$ cat src/hdl/flmc_pkg.sv
/*
  Shared constants and types of the flash LED mode-control block:
  register offsets, field positions, reset values, timing counts,
  mode codes, state enumerations and the current-source drive bundle.
  Assumes a single 200 MHz clock.
*/
package flmc_pkg;

  // timing
  localparam int unsigned CLK_PERIOD_NS = 5;
  localparam int unsigned TICK_US_NS    = 1000;
  localparam int unsigned TICK_MS_NS    = 1000000;
  localparam int unsigned US_CYC        = TICK_US_NS / CLK_PERIOD_NS;
  localparam int unsigned MS_CYC        = TICK_MS_NS / CLK_PERIOD_NS;

  // flash timeout table: 16 steps, 40 ms .. 1600 ms
  localparam int unsigned TO_STEP_LO_MS = 40;
  localparam int unsigned TO_KNEE_IDX   = 9;
  localparam int unsigned TO_STEP_HI_MS = 200;

  // register offsets
  localparam logic [7:0] OFF_ENABLE  = 8'h01;
  localparam logic [7:0] OFF_FLASH_A = 8'h03;
  localparam logic [7:0] OFF_FLASH_B = 8'h04;
  localparam logic [7:0] OFF_TORCH_A = 8'h05;
  localparam logic [7:0] OFF_TORCH_B = 8'h06;
  localparam logic [7:0] OFF_TIMING  = 8'h08;
  localparam logic [7:0] OFF_FAULT_FLAG_REG_ONE  = 8'h0A;

  // reset values
  localparam logic [7:0] ENABLE_RST  = 8'h80;
  localparam logic [7:0] BRIGHT_RST  = 8'h3F;
  localparam logic [7:0] TIMING_RST  = 8'h1F;
  localparam logic [7:0] FAULT_FLAG_REG_ONE_RST  = 8'h00;

  // led_enable_control fields
  localparam int unsigned B_SRC_A     = 0;
  localparam int unsigned B_SRC_B     = 1;
  localparam int unsigned B_MODE_LO   = 2;
  localparam int unsigned B_MODE_HI   = 3;
  localparam int unsigned B_TORCH_EN  = 4;
  localparam int unsigned B_STROBE_EN = 5;
  localparam int unsigned B_THERM_SEL = 6;
  localparam int unsigned B_TX_EN     = 7;

  // timing register fields
  localparam int unsigned TO_LSB   = 0;
  localparam int unsigned TO_MSB   = 3;
  localparam int unsigned RAMP_LSB = 4;
  localparam int unsigned RAMP_MSB = 6;

  // fault_flag_reg_one fields
  localparam int unsigned FLAG_TIMEOUT = 0;

  // mode_select_hi, mode_select_lo codes
  localparam logic [1:0] MODE_OFF   = 2'h0;
  localparam logic [1:0] MODE_IR    = 2'h1;
  localparam logic [1:0] MODE_TORCH = 2'h2;
  localparam logic [1:0] MODE_FLASH = 2'h3;

  localparam int unsigned LVL_W        = 7;
  localparam logic [6:0]  I2C_ADDR_DEF = 7'h63;

  typedef struct packed {
    logic             on_a;
    logic             on_b;
    logic [LVL_W-1:0] lvl_a;
    logic [LVL_W-1:0] lvl_b;
  } flmc_drive_t;

  typedef enum logic [2:0] {
    ST_IDLE, ST_SOFT, ST_FLASH, ST_TORCH, ST_IR, ST_TIMED
  } flmc_state_t;

  typedef enum logic [2:0] {
    I_IDLE, I_RX, I_ACK, I_LOAD, I_TX, I_RACK
  } flmc_i2c_st_t;

endpackage

$ cat src/hdl/flmc_top.sv
/*
  Mode control of a dual-channel flash LED driver: shutdown and standby,
  flash, torch and infrared modes, current ramping, soft start,
  pass/boost choice, sync-input fallback and flash timeout.
  Assumes the analog side reports output-capacitor readiness and
  headroom loss as levels, and drives the serial bus open-drain.

// Notes on behaviour
// - enable pin low: shutdown, serial port off, all registers to default.
// - in shutdown every serial command is ignored without any answer.
// - enable pin high: standby, serial port answers commands.
// - flash on mode code 11 or enabled strobe pin; 128 levels per source.
// - flash start ramps each active source step by step to its target.
// - register-started flash clears all mode bits on timeout.
// - torch on mode code 10 or enabled torch pin set for torch use.
// - torch ramps step by step at a rate set in the timing register.
// - torch ignores flash timeout and the sync input.
// - infrared mode 01: pass mode, strobe level gates flash-level current.
// - infrared strobe is level sensitive; pulse timing is external.
// - infrared current switches at once, no ramp either way.
// - register soft start keeps source off until output capacitor ready.
// - converter starts in pass, boosts only when headroom is lost.
// - sync input high during flash drops current to torch level.
// - sync input low again before flash end restores flash level.
// - flash timeout turns current off whatever the sync input does.
// - sync input ignored while its enable bit 7 at 0x01 is zero.
// - torch/thermistor pin defaults to the torch function.
// - sixteen timeouts from 40ms to 1.6s, for flash and infrared.
// - timeout clears mode bits, sets flag bit 0 at 0x0A, read clears.
// - timeout keeps counting while sync input forces torch level.
*/
`timescale 1ns/1ps
module flmc_top import flmc_pkg::*; #(
  parameter int unsigned P_MS_CYC   = MS_CYC,
  parameter logic [6:0]  P_I2C_ADDR = I2C_ADDR_DEF
) (
  // clock and reset
  input  wire logic  i_ref_clk,
  input  wire logic  i_rstn,
  // hardware control pins
  input  wire logic  i_hw_enable_pin,
  input  wire logic  i_strobe_pin,
  input  wire logic  i_torch_pin,
  input  wire logic  i_tx_pin,
  // serial bus
  input  wire logic  i_scl,
  input  wire logic  i_sda,
  output logic       o_sda_out,
  output logic       o_sda_oe_n,
  // analog status
  input  wire logic  i_vout_ready,
  input  wire logic  i_headroom_low,
  // current sources and converter
  output flmc_drive_t o_drive,
  output logic       o_boost_en,
  output logic       o_shutdown
);

  function automatic logic [10:0] to_limit_ms(input logic [3:0] idx);
    int unsigned v;
    if (idx <= 4'(TO_KNEE_IDX)) begin
      v = TO_STEP_LO_MS * (int'(idx) + 1);
    end else begin
      v = TO_STEP_LO_MS * (TO_KNEE_IDX + 1)
        + TO_STEP_HI_MS * (int'(idx) - TO_KNEE_IDX);
    end
    return v[10:0];
  endfunction

  // ramp up by one on a step, drop straight to a lower target
  function automatic logic [LVL_W-1:0] step_to(
    input logic [LVL_W-1:0] cur,
    input logic [LVL_W-1:0] tgt,
    input logic             step
  );
    logic [LVL_W-1:0] r;
    r = cur;
    if (tgt < cur) begin
      r = tgt;
    end else if (step && cur < tgt) begin
      r = cur + 1'b1;
    end
    return r;
  endfunction

  // input synchronisers: enable, strobe, torch, tx
  logic [3:0] sync1_q, sync2_q;
  always_ff @(posedge i_ref_clk) begin
    if (!i_rstn) begin
      sync1_q <= 4'h0;
      sync2_q <= 4'h0;
    end else begin
      sync1_q <= {i_hw_enable_pin, i_strobe_pin,
                  i_torch_pin, i_tx_pin};
      sync2_q <= sync1_q;
    end
  end
  wire hw_enable_pin_s   = sync2_q[3];
  wire strobe_s = sync2_q[2];
  wire torch_s  = sync2_q[1];
  wire tx_s     = sync2_q[0];

  wire srst       = !i_rstn || !hw_enable_pin_s;
  wire i2c_rstn   = i_rstn & hw_enable_pin_s;

  // register port
  logic       i2c_wr, i2c_rd;
  logic [7:0] i2c_addr, i2c_wdata, rdata;

  flmc_i2c_slave #(
    .P_ADDR (P_I2C_ADDR)
  ) u_port (
    .i_clk      (i_ref_clk),
    .i_rstn     (i2c_rstn),
    .i_scl      (i_scl),
    .i_sda      (i_sda),
    .o_sda_oe_n (o_sda_oe_n),
    .o_wr       (i2c_wr),
    .o_rd       (i2c_rd),
    .o_addr     (i2c_addr),
    .o_wdata    (i2c_wdata),
    .i_rdata    (rdata)
  );
  assign o_sda_out = 1'b0;

  logic [7:0] en_q, fl_a_q, fl_b_q, tr_a_q, tr_b_q, tim_q, flags_q;

  wire wr_en     = i2c_wr && i2c_addr == OFF_ENABLE;
  wire wr_fl_a   = i2c_wr && i2c_addr == OFF_FLASH_A;
  wire wr_fl_b   = i2c_wr && i2c_addr == OFF_FLASH_B;
  wire wr_tr_a   = i2c_wr && i2c_addr == OFF_TORCH_A;
  wire wr_tr_b   = i2c_wr && i2c_addr == OFF_TORCH_B;
  wire wr_tim    = i2c_wr && i2c_addr == OFF_TIMING;
  wire rd_flags  = i2c_rd && i2c_addr == OFF_FAULT_FLAG_REG_ONE;

  assign rdata = (i2c_addr == OFF_ENABLE)  ? en_q   :
                 (i2c_addr == OFF_FLASH_A) ? fl_a_q :
                 (i2c_addr == OFF_FLASH_B) ? fl_b_q :
                 (i2c_addr == OFF_TORCH_A) ? tr_a_q :
                 (i2c_addr == OFF_TORCH_B) ? tr_b_q :
                 (i2c_addr == OFF_TIMING)  ? tim_q  :
                 (i2c_addr == OFF_FAULT_FLAG_REG_ONE)  ? flags_q : 8'h00;

  // mode decode
  flmc_state_t st_q, st_d;
  wire [1:0] mode      = {en_q[B_MODE_HI], en_q[B_MODE_LO]};
  wire ir_sel          = mode == MODE_IR;
  wire reg_flash       = mode == MODE_FLASH;
  wire reg_torch       = mode == MODE_TORCH;
  wire strobe_act      = en_q[B_STROBE_EN] & strobe_s;
  wire torch_pin_act   = en_q[B_TORCH_EN] & ~en_q[B_THERM_SEL]
                         & torch_s;
  wire flash_req       = reg_flash | (strobe_act & ~ir_sel);
  wire torch_req       = (reg_torch | torch_pin_act) & ~ir_sel;
  wire tx_act          = en_q[B_TX_EN] & tx_s;
  wire any_req         = flash_req | torch_req;

  // flash timeout counter, runs in flash and during an infrared pulse
  logic [31:0] cyc_q;
  logic [10:0] ms_q;
  wire timed     = st_q == ST_FLASH || (st_q == ST_IR && strobe_s);
  wire timeout_p = timed && ms_q >= to_limit_ms(tim_q[TO_MSB:TO_LSB]);

  always_comb begin
    st_d = st_q;
    case (st_q)
      ST_IDLE: begin
        if (ir_sel) begin
          st_d = ST_IR;
        end else if (any_req) begin
          // soft start only when the register starts the event
          if ((reg_flash | reg_torch) && !i_vout_ready) begin
            st_d = ST_SOFT;
          end else begin
            st_d = flash_req ? ST_FLASH : ST_TORCH;
          end
        end
      end
      ST_SOFT: begin
        if (!any_req || ir_sel) begin
          st_d = ST_IDLE;
        end else if (i_vout_ready) begin
          st_d = flash_req ? ST_FLASH : ST_TORCH;
        end
      end
      ST_FLASH: begin
        if (timeout_p) begin
          st_d = ST_TIMED;
        end else if (!flash_req) begin
          st_d = torch_req ? ST_TORCH : ST_IDLE;
        end
      end
      ST_TORCH: begin
        // no timeout exit here, torch runs until released
        if (flash_req) begin
          st_d = ST_FLASH;
        end else if (!torch_req) begin
          st_d = ST_IDLE;
        end
      end
      ST_IR: begin
        if (timeout_p) begin
          st_d = ST_TIMED;
        end else if (!ir_sel) begin
          st_d = ST_IDLE;
        end
      end
      ST_TIMED: begin
        // hold off until the strobe drops so a held pin cannot refire
        if (!strobe_act && !reg_flash && !ir_sel) begin
          st_d = ST_IDLE;
        end
      end
      default: st_d = ST_IDLE;
    endcase
  end

  // registers
  always_ff @(posedge i_ref_clk) begin
    if (srst) begin
      en_q    <= ENABLE_RST;
      fl_a_q  <= BRIGHT_RST;
      fl_b_q  <= BRIGHT_RST;
      tr_a_q  <= BRIGHT_RST;
      tr_b_q  <= BRIGHT_RST;
      tim_q   <= TIMING_RST;
      flags_q <= FAULT_FLAG_REG_ONE_RST;
    end else begin
      if (wr_en)   en_q   <= i2c_wdata;
      if (wr_fl_a) fl_a_q <= i2c_wdata;
      if (wr_fl_b) fl_b_q <= i2c_wdata;
      if (wr_tr_a) tr_a_q <= i2c_wdata;
      if (wr_tr_b) tr_b_q <= i2c_wdata;
      if (wr_tim)  tim_q  <= i2c_wdata;
      if (timeout_p) begin
        en_q[B_MODE_HI] <= 1'b0;
        en_q[B_MODE_LO] <= 1'b0;
      end
      if (rd_flags) flags_q <= FAULT_FLAG_REG_ONE_RST;
      if (timeout_p) flags_q[FLAG_TIMEOUT] <= 1'b1;
    end
  end

  // microsecond tick and ramp step divider
  logic [7:0] us_q, rcnt_q;
  wire us_tick  = us_q == 8'(US_CYC - 1);
  wire [7:0] rdiv = (st_q == ST_TORCH) ?
                    (8'h01 << tim_q[RAMP_MSB:RAMP_LSB]) : 8'h01;
  wire step     = us_tick && rcnt_q >= rdiv - 8'h01;

  // targets per state
  wire in_flash = st_q == ST_FLASH;
  wire in_torch = st_q == ST_TORCH;
  wire in_ir    = st_q == ST_IR;
  wire tx_cut   = in_flash & tx_act;
  wire [LVL_W-1:0] tgt_a = tx_cut   ? tr_a_q[LVL_W-1:0] :
                           in_flash ? fl_a_q[LVL_W-1:0] :
                           in_torch ? tr_a_q[LVL_W-1:0] :
                           in_ir    ? fl_a_q[LVL_W-1:0] : '0;
  wire [LVL_W-1:0] tgt_b = tx_cut   ? tr_b_q[LVL_W-1:0] :
                           in_flash ? fl_b_q[LVL_W-1:0] :
                           in_torch ? tr_b_q[LVL_W-1:0] :
                           in_ir    ? fl_b_q[LVL_W-1:0] : '0;
  wire ramping  = in_flash | in_torch;
  wire lit      = ramping | (in_ir & strobe_s);

  always_ff @(posedge i_ref_clk) begin
    if (srst) begin
      st_q       <= ST_IDLE;
      cyc_q      <= 32'h0;
      ms_q       <= 11'h0;
      us_q       <= 8'h00;
      rcnt_q     <= 8'h00;
      o_drive    <= '0;
      o_boost_en <= 1'b0;
    end else begin
      st_q <= st_d;
      if (!timed) begin
        cyc_q <= 32'h0;
        ms_q  <= 11'h0;
      end else if (cyc_q == P_MS_CYC - 1) begin
        cyc_q <= 32'h0;
        ms_q  <= ms_q + 11'h1;
      end else begin
        cyc_q <= cyc_q + 32'h1;
      end
      us_q <= us_tick ? 8'h00 : us_q + 8'h01;
      if (!ramping || step) begin
        rcnt_q <= 8'h00;
      end else if (us_tick) begin
        rcnt_q <= rcnt_q + 8'h01;
      end
      o_drive.on_a <= lit & en_q[B_SRC_A] & ~timeout_p;
      o_drive.on_b <= lit & en_q[B_SRC_B] & ~timeout_p;
      if (in_ir) begin
        o_drive.lvl_a <= strobe_s ? tgt_a : '0;
        o_drive.lvl_b <= strobe_s ? tgt_b : '0;
      end else if (ramping && !timeout_p) begin
        o_drive.lvl_a <= step_to(o_drive.lvl_a, tgt_a, step);
        o_drive.lvl_b <= step_to(o_drive.lvl_b, tgt_b, step);
      end else begin
        o_drive.lvl_a <= '0;
        o_drive.lvl_b <= '0;
      end
      // boost latches for the rest of the event once headroom is lost
      if (ramping && i_headroom_low) begin
        o_boost_en <= 1'b1;
      end else if (!ramping) begin
        o_boost_en <= 1'b0;
      end
    end
  end

  always_ff @(posedge i_ref_clk) begin
    if (!i_rstn) begin
      o_shutdown <= 1'b1;
    end else begin
      o_shutdown <= ~hw_enable_pin_s;
    end
  end

endmodule

$ cat src/hdl/flmc_i2c_slave.sv
/*
  Byte-oriented serial register port: address match, register pointer,
  auto-incrementing writes and reads.
  Assumes SCL and SDA are already synchronous to i_clk and far slower.
*/
`timescale 1ns/1ps
module flmc_i2c_slave import flmc_pkg::*; #(
  parameter logic [6:0] P_ADDR = I2C_ADDR_DEF
) (
  // clock and reset
  input  wire logic       i_clk,
  input  wire logic       i_rstn,
  // bus pins
  input  wire logic       i_scl,
  input  wire logic       i_sda,
  output logic            o_sda_oe_n,
  // register side
  output logic            o_wr,
  output logic            o_rd,
  output logic [7:0]      o_addr,
  output logic [7:0]      o_wdata,
  input  wire logic [7:0] i_rdata
);

  flmc_i2c_st_t st_q;
  logic         scl_q, sda_q, drv_q, rw_q, nack_q, wr_q, rd_q;
  logic [7:0]   sh_q, ptr_q, wdata_q;
  logic [3:0]   cnt_q;
  logic [1:0]   phase_q;
  logic         oe_n_q;

  wire scl_rise = i_scl & ~scl_q;
  wire scl_fall = ~i_scl & scl_q;
  wire start_c  = scl_q & i_scl & sda_q & ~i_sda;
  wire stop_c   = scl_q & i_scl & ~sda_q & i_sda;

  always_ff @(posedge i_clk) begin
    if (!i_rstn) begin
      st_q    <= I_IDLE;
      scl_q   <= 1'b1;
      sda_q   <= 1'b1;
      drv_q   <= 1'b0;
      rw_q    <= 1'b0;
      nack_q  <= 1'b0;
      wr_q    <= 1'b0;
      rd_q    <= 1'b0;
      sh_q    <= 8'h00;
      ptr_q   <= 8'h00;
      wdata_q <= 8'h00;
      cnt_q   <= 4'h0;
      phase_q <= 2'h0;
      oe_n_q  <= 1'b1;
    end else begin
      // pin enable gets its own flop; one clock late is deep in scl low
      oe_n_q <= ~drv_q;
      scl_q <= i_scl;
      sda_q <= i_sda;
      wr_q  <= 1'b0;
      rd_q  <= 1'b0;
      if (start_c) begin
        st_q    <= I_RX;
        cnt_q   <= 4'h0;
        phase_q <= 2'h0;
        drv_q   <= 1'b0;
      end else if (stop_c) begin
        st_q  <= I_IDLE;
        drv_q <= 1'b0;
      end else if (st_q == I_LOAD) begin
        // data captured in the cycle the read strobe is seen
        sh_q  <= i_rdata;
        drv_q <= ~i_rdata[7];
        cnt_q <= 4'h0;
        st_q  <= I_TX;
      end else if (scl_rise) begin
        if (st_q == I_RX) begin
          sh_q  <= {sh_q[6:0], i_sda};
          cnt_q <= cnt_q + 4'h1;
        end
        if (st_q == I_RACK) begin
          nack_q <= i_sda;
        end
      end else if (scl_fall) begin
        case (st_q)
          I_RX: begin
            if (cnt_q == 4'h8) begin
              cnt_q <= 4'h0;
              if (phase_q == 2'h0) begin
                if (sh_q[7:1] == P_ADDR) begin
                  rw_q  <= sh_q[0];
                  drv_q <= 1'b1;
                  st_q  <= I_ACK;
                end else begin
                  st_q <= I_IDLE;
                end
              end else begin
                drv_q <= 1'b1;
                st_q  <= I_ACK;
                if (phase_q == 2'h1) begin
                  ptr_q <= sh_q;
                end else begin
                  wr_q    <= 1'b1;
                  wdata_q <= sh_q;
                end
              end
            end
          end
          I_ACK: begin
            drv_q <= 1'b0;
            if (rw_q && phase_q == 2'h0) begin
              rd_q <= 1'b1;
              st_q <= I_LOAD;
            end else begin
              st_q    <= I_RX;
              phase_q <= (phase_q == 2'h0) ? 2'h1 : 2'h2;
              if (phase_q == 2'h2) begin
                ptr_q <= ptr_q + 8'h01;
              end
            end
          end
          I_TX: begin
            cnt_q <= cnt_q + 4'h1;
            if (cnt_q == 4'h7) begin
              drv_q <= 1'b0;
              st_q  <= I_RACK;
            end else begin
              sh_q  <= {sh_q[6:0], 1'b0};
              drv_q <= ~sh_q[6];
            end
          end
          I_RACK: begin
            if (nack_q) begin
              st_q <= I_IDLE;
            end else begin
              ptr_q <= ptr_q + 8'h01;
              rd_q  <= 1'b1;
              st_q  <= I_LOAD;
            end
          end
          default: st_q <= I_IDLE;
        endcase
      end
    end
  end

  assign o_sda_oe_n = oe_n_q;
  assign o_wr       = wr_q;
  assign o_rd       = rd_q;
  assign o_addr     = ptr_q;
  assign o_wdata    = wdata_q;

endmodule

$ cat config.mk
export PLATFORM = sky130hd
export DESIGN_NAME = flmc_top
export DESIGN_NICKNAME = d
export VERILOG_FILES = /design/src/hdl/flmc_pkg.sv /design/src/hdl/flmc_top.sv /design/src/hdl/flmc_i2c_slave.sv
export SDC_FILE = /design/constraint.sdc
export NUM_CORES = 1
export LEC_CHECK = 0
export BUFFER_PORTS_ARGS = -buffer_cell sky130_fd_sc_hd__buf_4
export CORE_UTILIZATION = 63
export CTS_CLUSTER_SIZE = 40
export DETAILED_ROUTE_END_ITERATION = 6
export PLACE_DENSITY = 0.8
export SYNTH_ARGS = -nofsm -noshare
export SYNTH_HDL_FRONTEND = slang
export SYNTH_HIERARCHICAL = 1
export SYNTH_SLANG_ARGS = --single-unit
$ cat constraint.sdc
create_clock -name i_ref_clk -period 5.72 [get_ports i_ref_clk]
set_input_delay 1.144 -clock i_ref_clk [delete_from_list [all_inputs] [get_ports i_ref_clk]]
set_output_delay 1.144 -clock i_ref_clk [all_outputs]
set_load 0.005 [all_outputs]
==> out/qor.yml <==
status:
  status: "completed"
timing:
  setup_tns_ps: 0
  final-setup-viol-count: 0
  period_needed_ps: 5303
  period_share: 0.9270
  slew_violations: 0
  whs_ps: 388.8
  hold_violations: 0
  worst_clock_skew_ps: 11.99
  fin_ws_ps: 417.5
  rsz0062_at_grt: "false"
  max_slew_margin: 0.2434
  worstMarginPinSlew_ps: 1131
  max_freq_mhz: 188.6
floorplan:
  ioPinCount: 30
  die_width_um: 130.1
  std_cell_rows: 46
  fp.dieH_um: 130.1
  dieArea_um2: 16940
  start_util: 0.6489
  coreArea_um2: 15940
pwr:
  power.leakage_nw: 4.053
  peakVddDrop_mv: 0.2280
  p_per_area_nw_per_um2: 215.3
worst_setup_path:
  crit_arrival_ps: 5660
  critPathSlowestCell: "a2111o_1"
  critPathTopFamily: "adder cells"
  path_class: "flop to flop"
  required_ps: 6080
  crit_path_max_fanout: 8
  startpoint_type: "flop"
  critPathBufInv: 3
  crit_chain: "inv_1 -> ha_1 -> inv_1 -> ha_1 -> ha_1 -> ha_1 -> inv_1 -> fa_1 -> xnor2_1 -> nand2_1 -> xor2_1 -> xnor2_1 -> nand2b_1 -> ha_1 -> a2111o_1 -> a21oi_4 -> a211o_2 -> o211ai_1 -> o32a_1 -> a211oi_2"
  cp_common_cell: "ha_1"
  critPathMaxStageDelay_ps: 450
  worstSetupEndpointType: "flop"
routing:
  drtIter0Drc: 780
  firstDrtPassIters: 7
  drc: 0
  post_drt_wl_per_cell_um: 16.83
  routed_wl_um: 24650
  ant_nets: 0
  dr_total_vias: 9080
  viasPerCell: 6.198
place:
  detailed_place_hpwl_um: 17420
  gp_congestion: 0.8907
  placed_area_um2: 10630
  io_buffers: 28
  place_ws_ps: 310.8
cts:
  cts_root_buffer: "clkbuf_16"
  clock_latency_ps: 440
  ctsHoldBuffers: 0
  clockBufferDepth: 2
  cts_tree: "built"
  cts_resized: 0
  postCtsSetupBuffers: 0
  cts_max_level: 4
  path_clk_slew_ps: 70
  clock-sinks: 178
  cts_buffers: 17
final_layout:
  register_area_um2: 3565
  finalCoreUtilization: 0.7037
  nets: 1312
  final_area_um2: 11220
  antenna_cells: 0
  syn_to_final_growth_pct: 8.454
  multi_input_area_um2: 6339
  drive_gt1_frac: 0.08887
  nFillCells: 1294
flow_run:
  maxCapViolations: 0
logic_synthesis:
  synth_nets: 1312
  synth_seq_cells: 178
  synthFlopType: "dfxtp_1"
  yosys.area.top_type_share: 0.3445
  synth_area_leaders: "dfxtp_1, ha_1, nand2_1"
  synthCells: 1236
  synth_seq_area_share: 0.3445
  synth_most_common_cell: "dfxtp_1"
  synth_edf_count: 0
  syn-cell-area_um2: 10340
  synth_common_cells: "dfxtp_1, nand2_1, nor2_1"
  yosysWarnings: 6
  synth.avg_cell_area_um2: 8.370
  postSynth.asyncResetShare: 0
  synth_cell_type_count: 90
  yosys.area.top_type: "dfxtp_1"
grt:
  grt_pass1_vias: 8346
  grt_first_pass_wirelength_um: 40540
  gr-total-overflow: 0
  grt_max_degree: 34
  grtUsageTotal: 0.3023
  antenna_found_initial: 0
min_path:
  hp-class: "flop to flop"
sequential cells by signal, summed over array words and instances, names as in the netlist, 3 cells and up:
signal / cells
u_port/o_wdata: 8
u_port/cnt_q: 4
sync2_q: 4
tim_q: 8
rcnt_q: 8
st_q: 3
u_port/sh_q: 8
fl_b_q: 8
en_q: 8
tr_b_q: 8
cyc_q: 32
sync1_q: 4
u_port/o_addr: 8
us_q: 8
tr_a_q: 8
u_port/st_q: 3
fl_a_q: 8
o_drive: 16
ms_q: 11
stage by stage:
step | instances | power, mW
floorplan | 1236 | 1.293
global placement | 1433 | 1.306
detailed placement | 1433 | 1.306
CTS | 1465 | 2.425
global route | 1465 | 2.481
finish | 1465 | 2.416
logic make-up after synthesis:
family / count (synthesis) / synth area share
multiplexers: 43 / 0.04197
adder cells (fa/ha/maj): 68 / 0.08394
buffers and inverters: 108 / 0.04451
AO/OA/AOI/OAI: 216 / 0.1528
other: 2 / 0.0007260
flip-flops: 178 / 0.3445
AND/OR/NAND/NOR: 554 / 0.2749
XOR/XNOR: 67 / 0.05672
routing by layer:
layer | share of wire | GRT usage
met5 | 0 | 0
met4 | 0.024 | 0.1142
met3 | 0.057 | 0.05043
met2 | 0.47 | 0.5050
met1 | 0.45 | 0.3904
path summary, 6_finish.rpt:
kind	startpoint	to	slack (ps)	depth (start not counted)
hold reg to reg	u_port/drv_q	u_port/o_sda_oe_n	390	1
hold / removal	u_port/drv_q	u_port/o_sda_oe_n	390	1
setup reg to reg	tim_q[0]	o_drive[3]	420	20
setup / recovery	tim_q[0]	o_drive[3]	420	20
cell usage in the layout (no fill, tap or decap), drive strengths merged, types with 17 or more instances in the layout:
| cell type | instances |
|---|---|
| nor2 | 120 |
| clkbuf | 17 |
| nand4 | 23 |
| and2 | 18 |
| xnor2 | 36 |
| nand3 | 97 |
| nor2b | 17 |
| nand2 | 141 |
| a22oi | 20 |
| a21oi | 62 |
| dfxtp | 178 |
| nand2b | 18 |
| buf | 37 |
| mux2i | 40 |
| ha | 63 |
| inv | 59 |
| xor2 | 31 |
| o21ai | 29 |
| and3 | 18 |
cell type report:
type | instances | area share
clock buffer | 17 | 0.03792
sequential | 178 | 0.3177
timing repair buffer | 37 | 0.02476
inverter | 52 | 0.01740
tap | 216 | 0.02409
clock inverter | 15 | 0.01316
multi-input combinational | 950 | 0.5650
report_power, final:
part / switching [mW] / internal (mW) / total, mW / leakage [nW]
Combinational: 0.0209 / 0.0131 / 0.0341 / 2.34
Clock: 0.559 / 0.579 / 1.14 / 0.281
Sequential: 0.00218 / 1.24 / 1.24 / 1.44
Total: 0.582 / 1.83 / 2.42 / 4.05
Note: power is estimated with default switching activity, not from simulation.
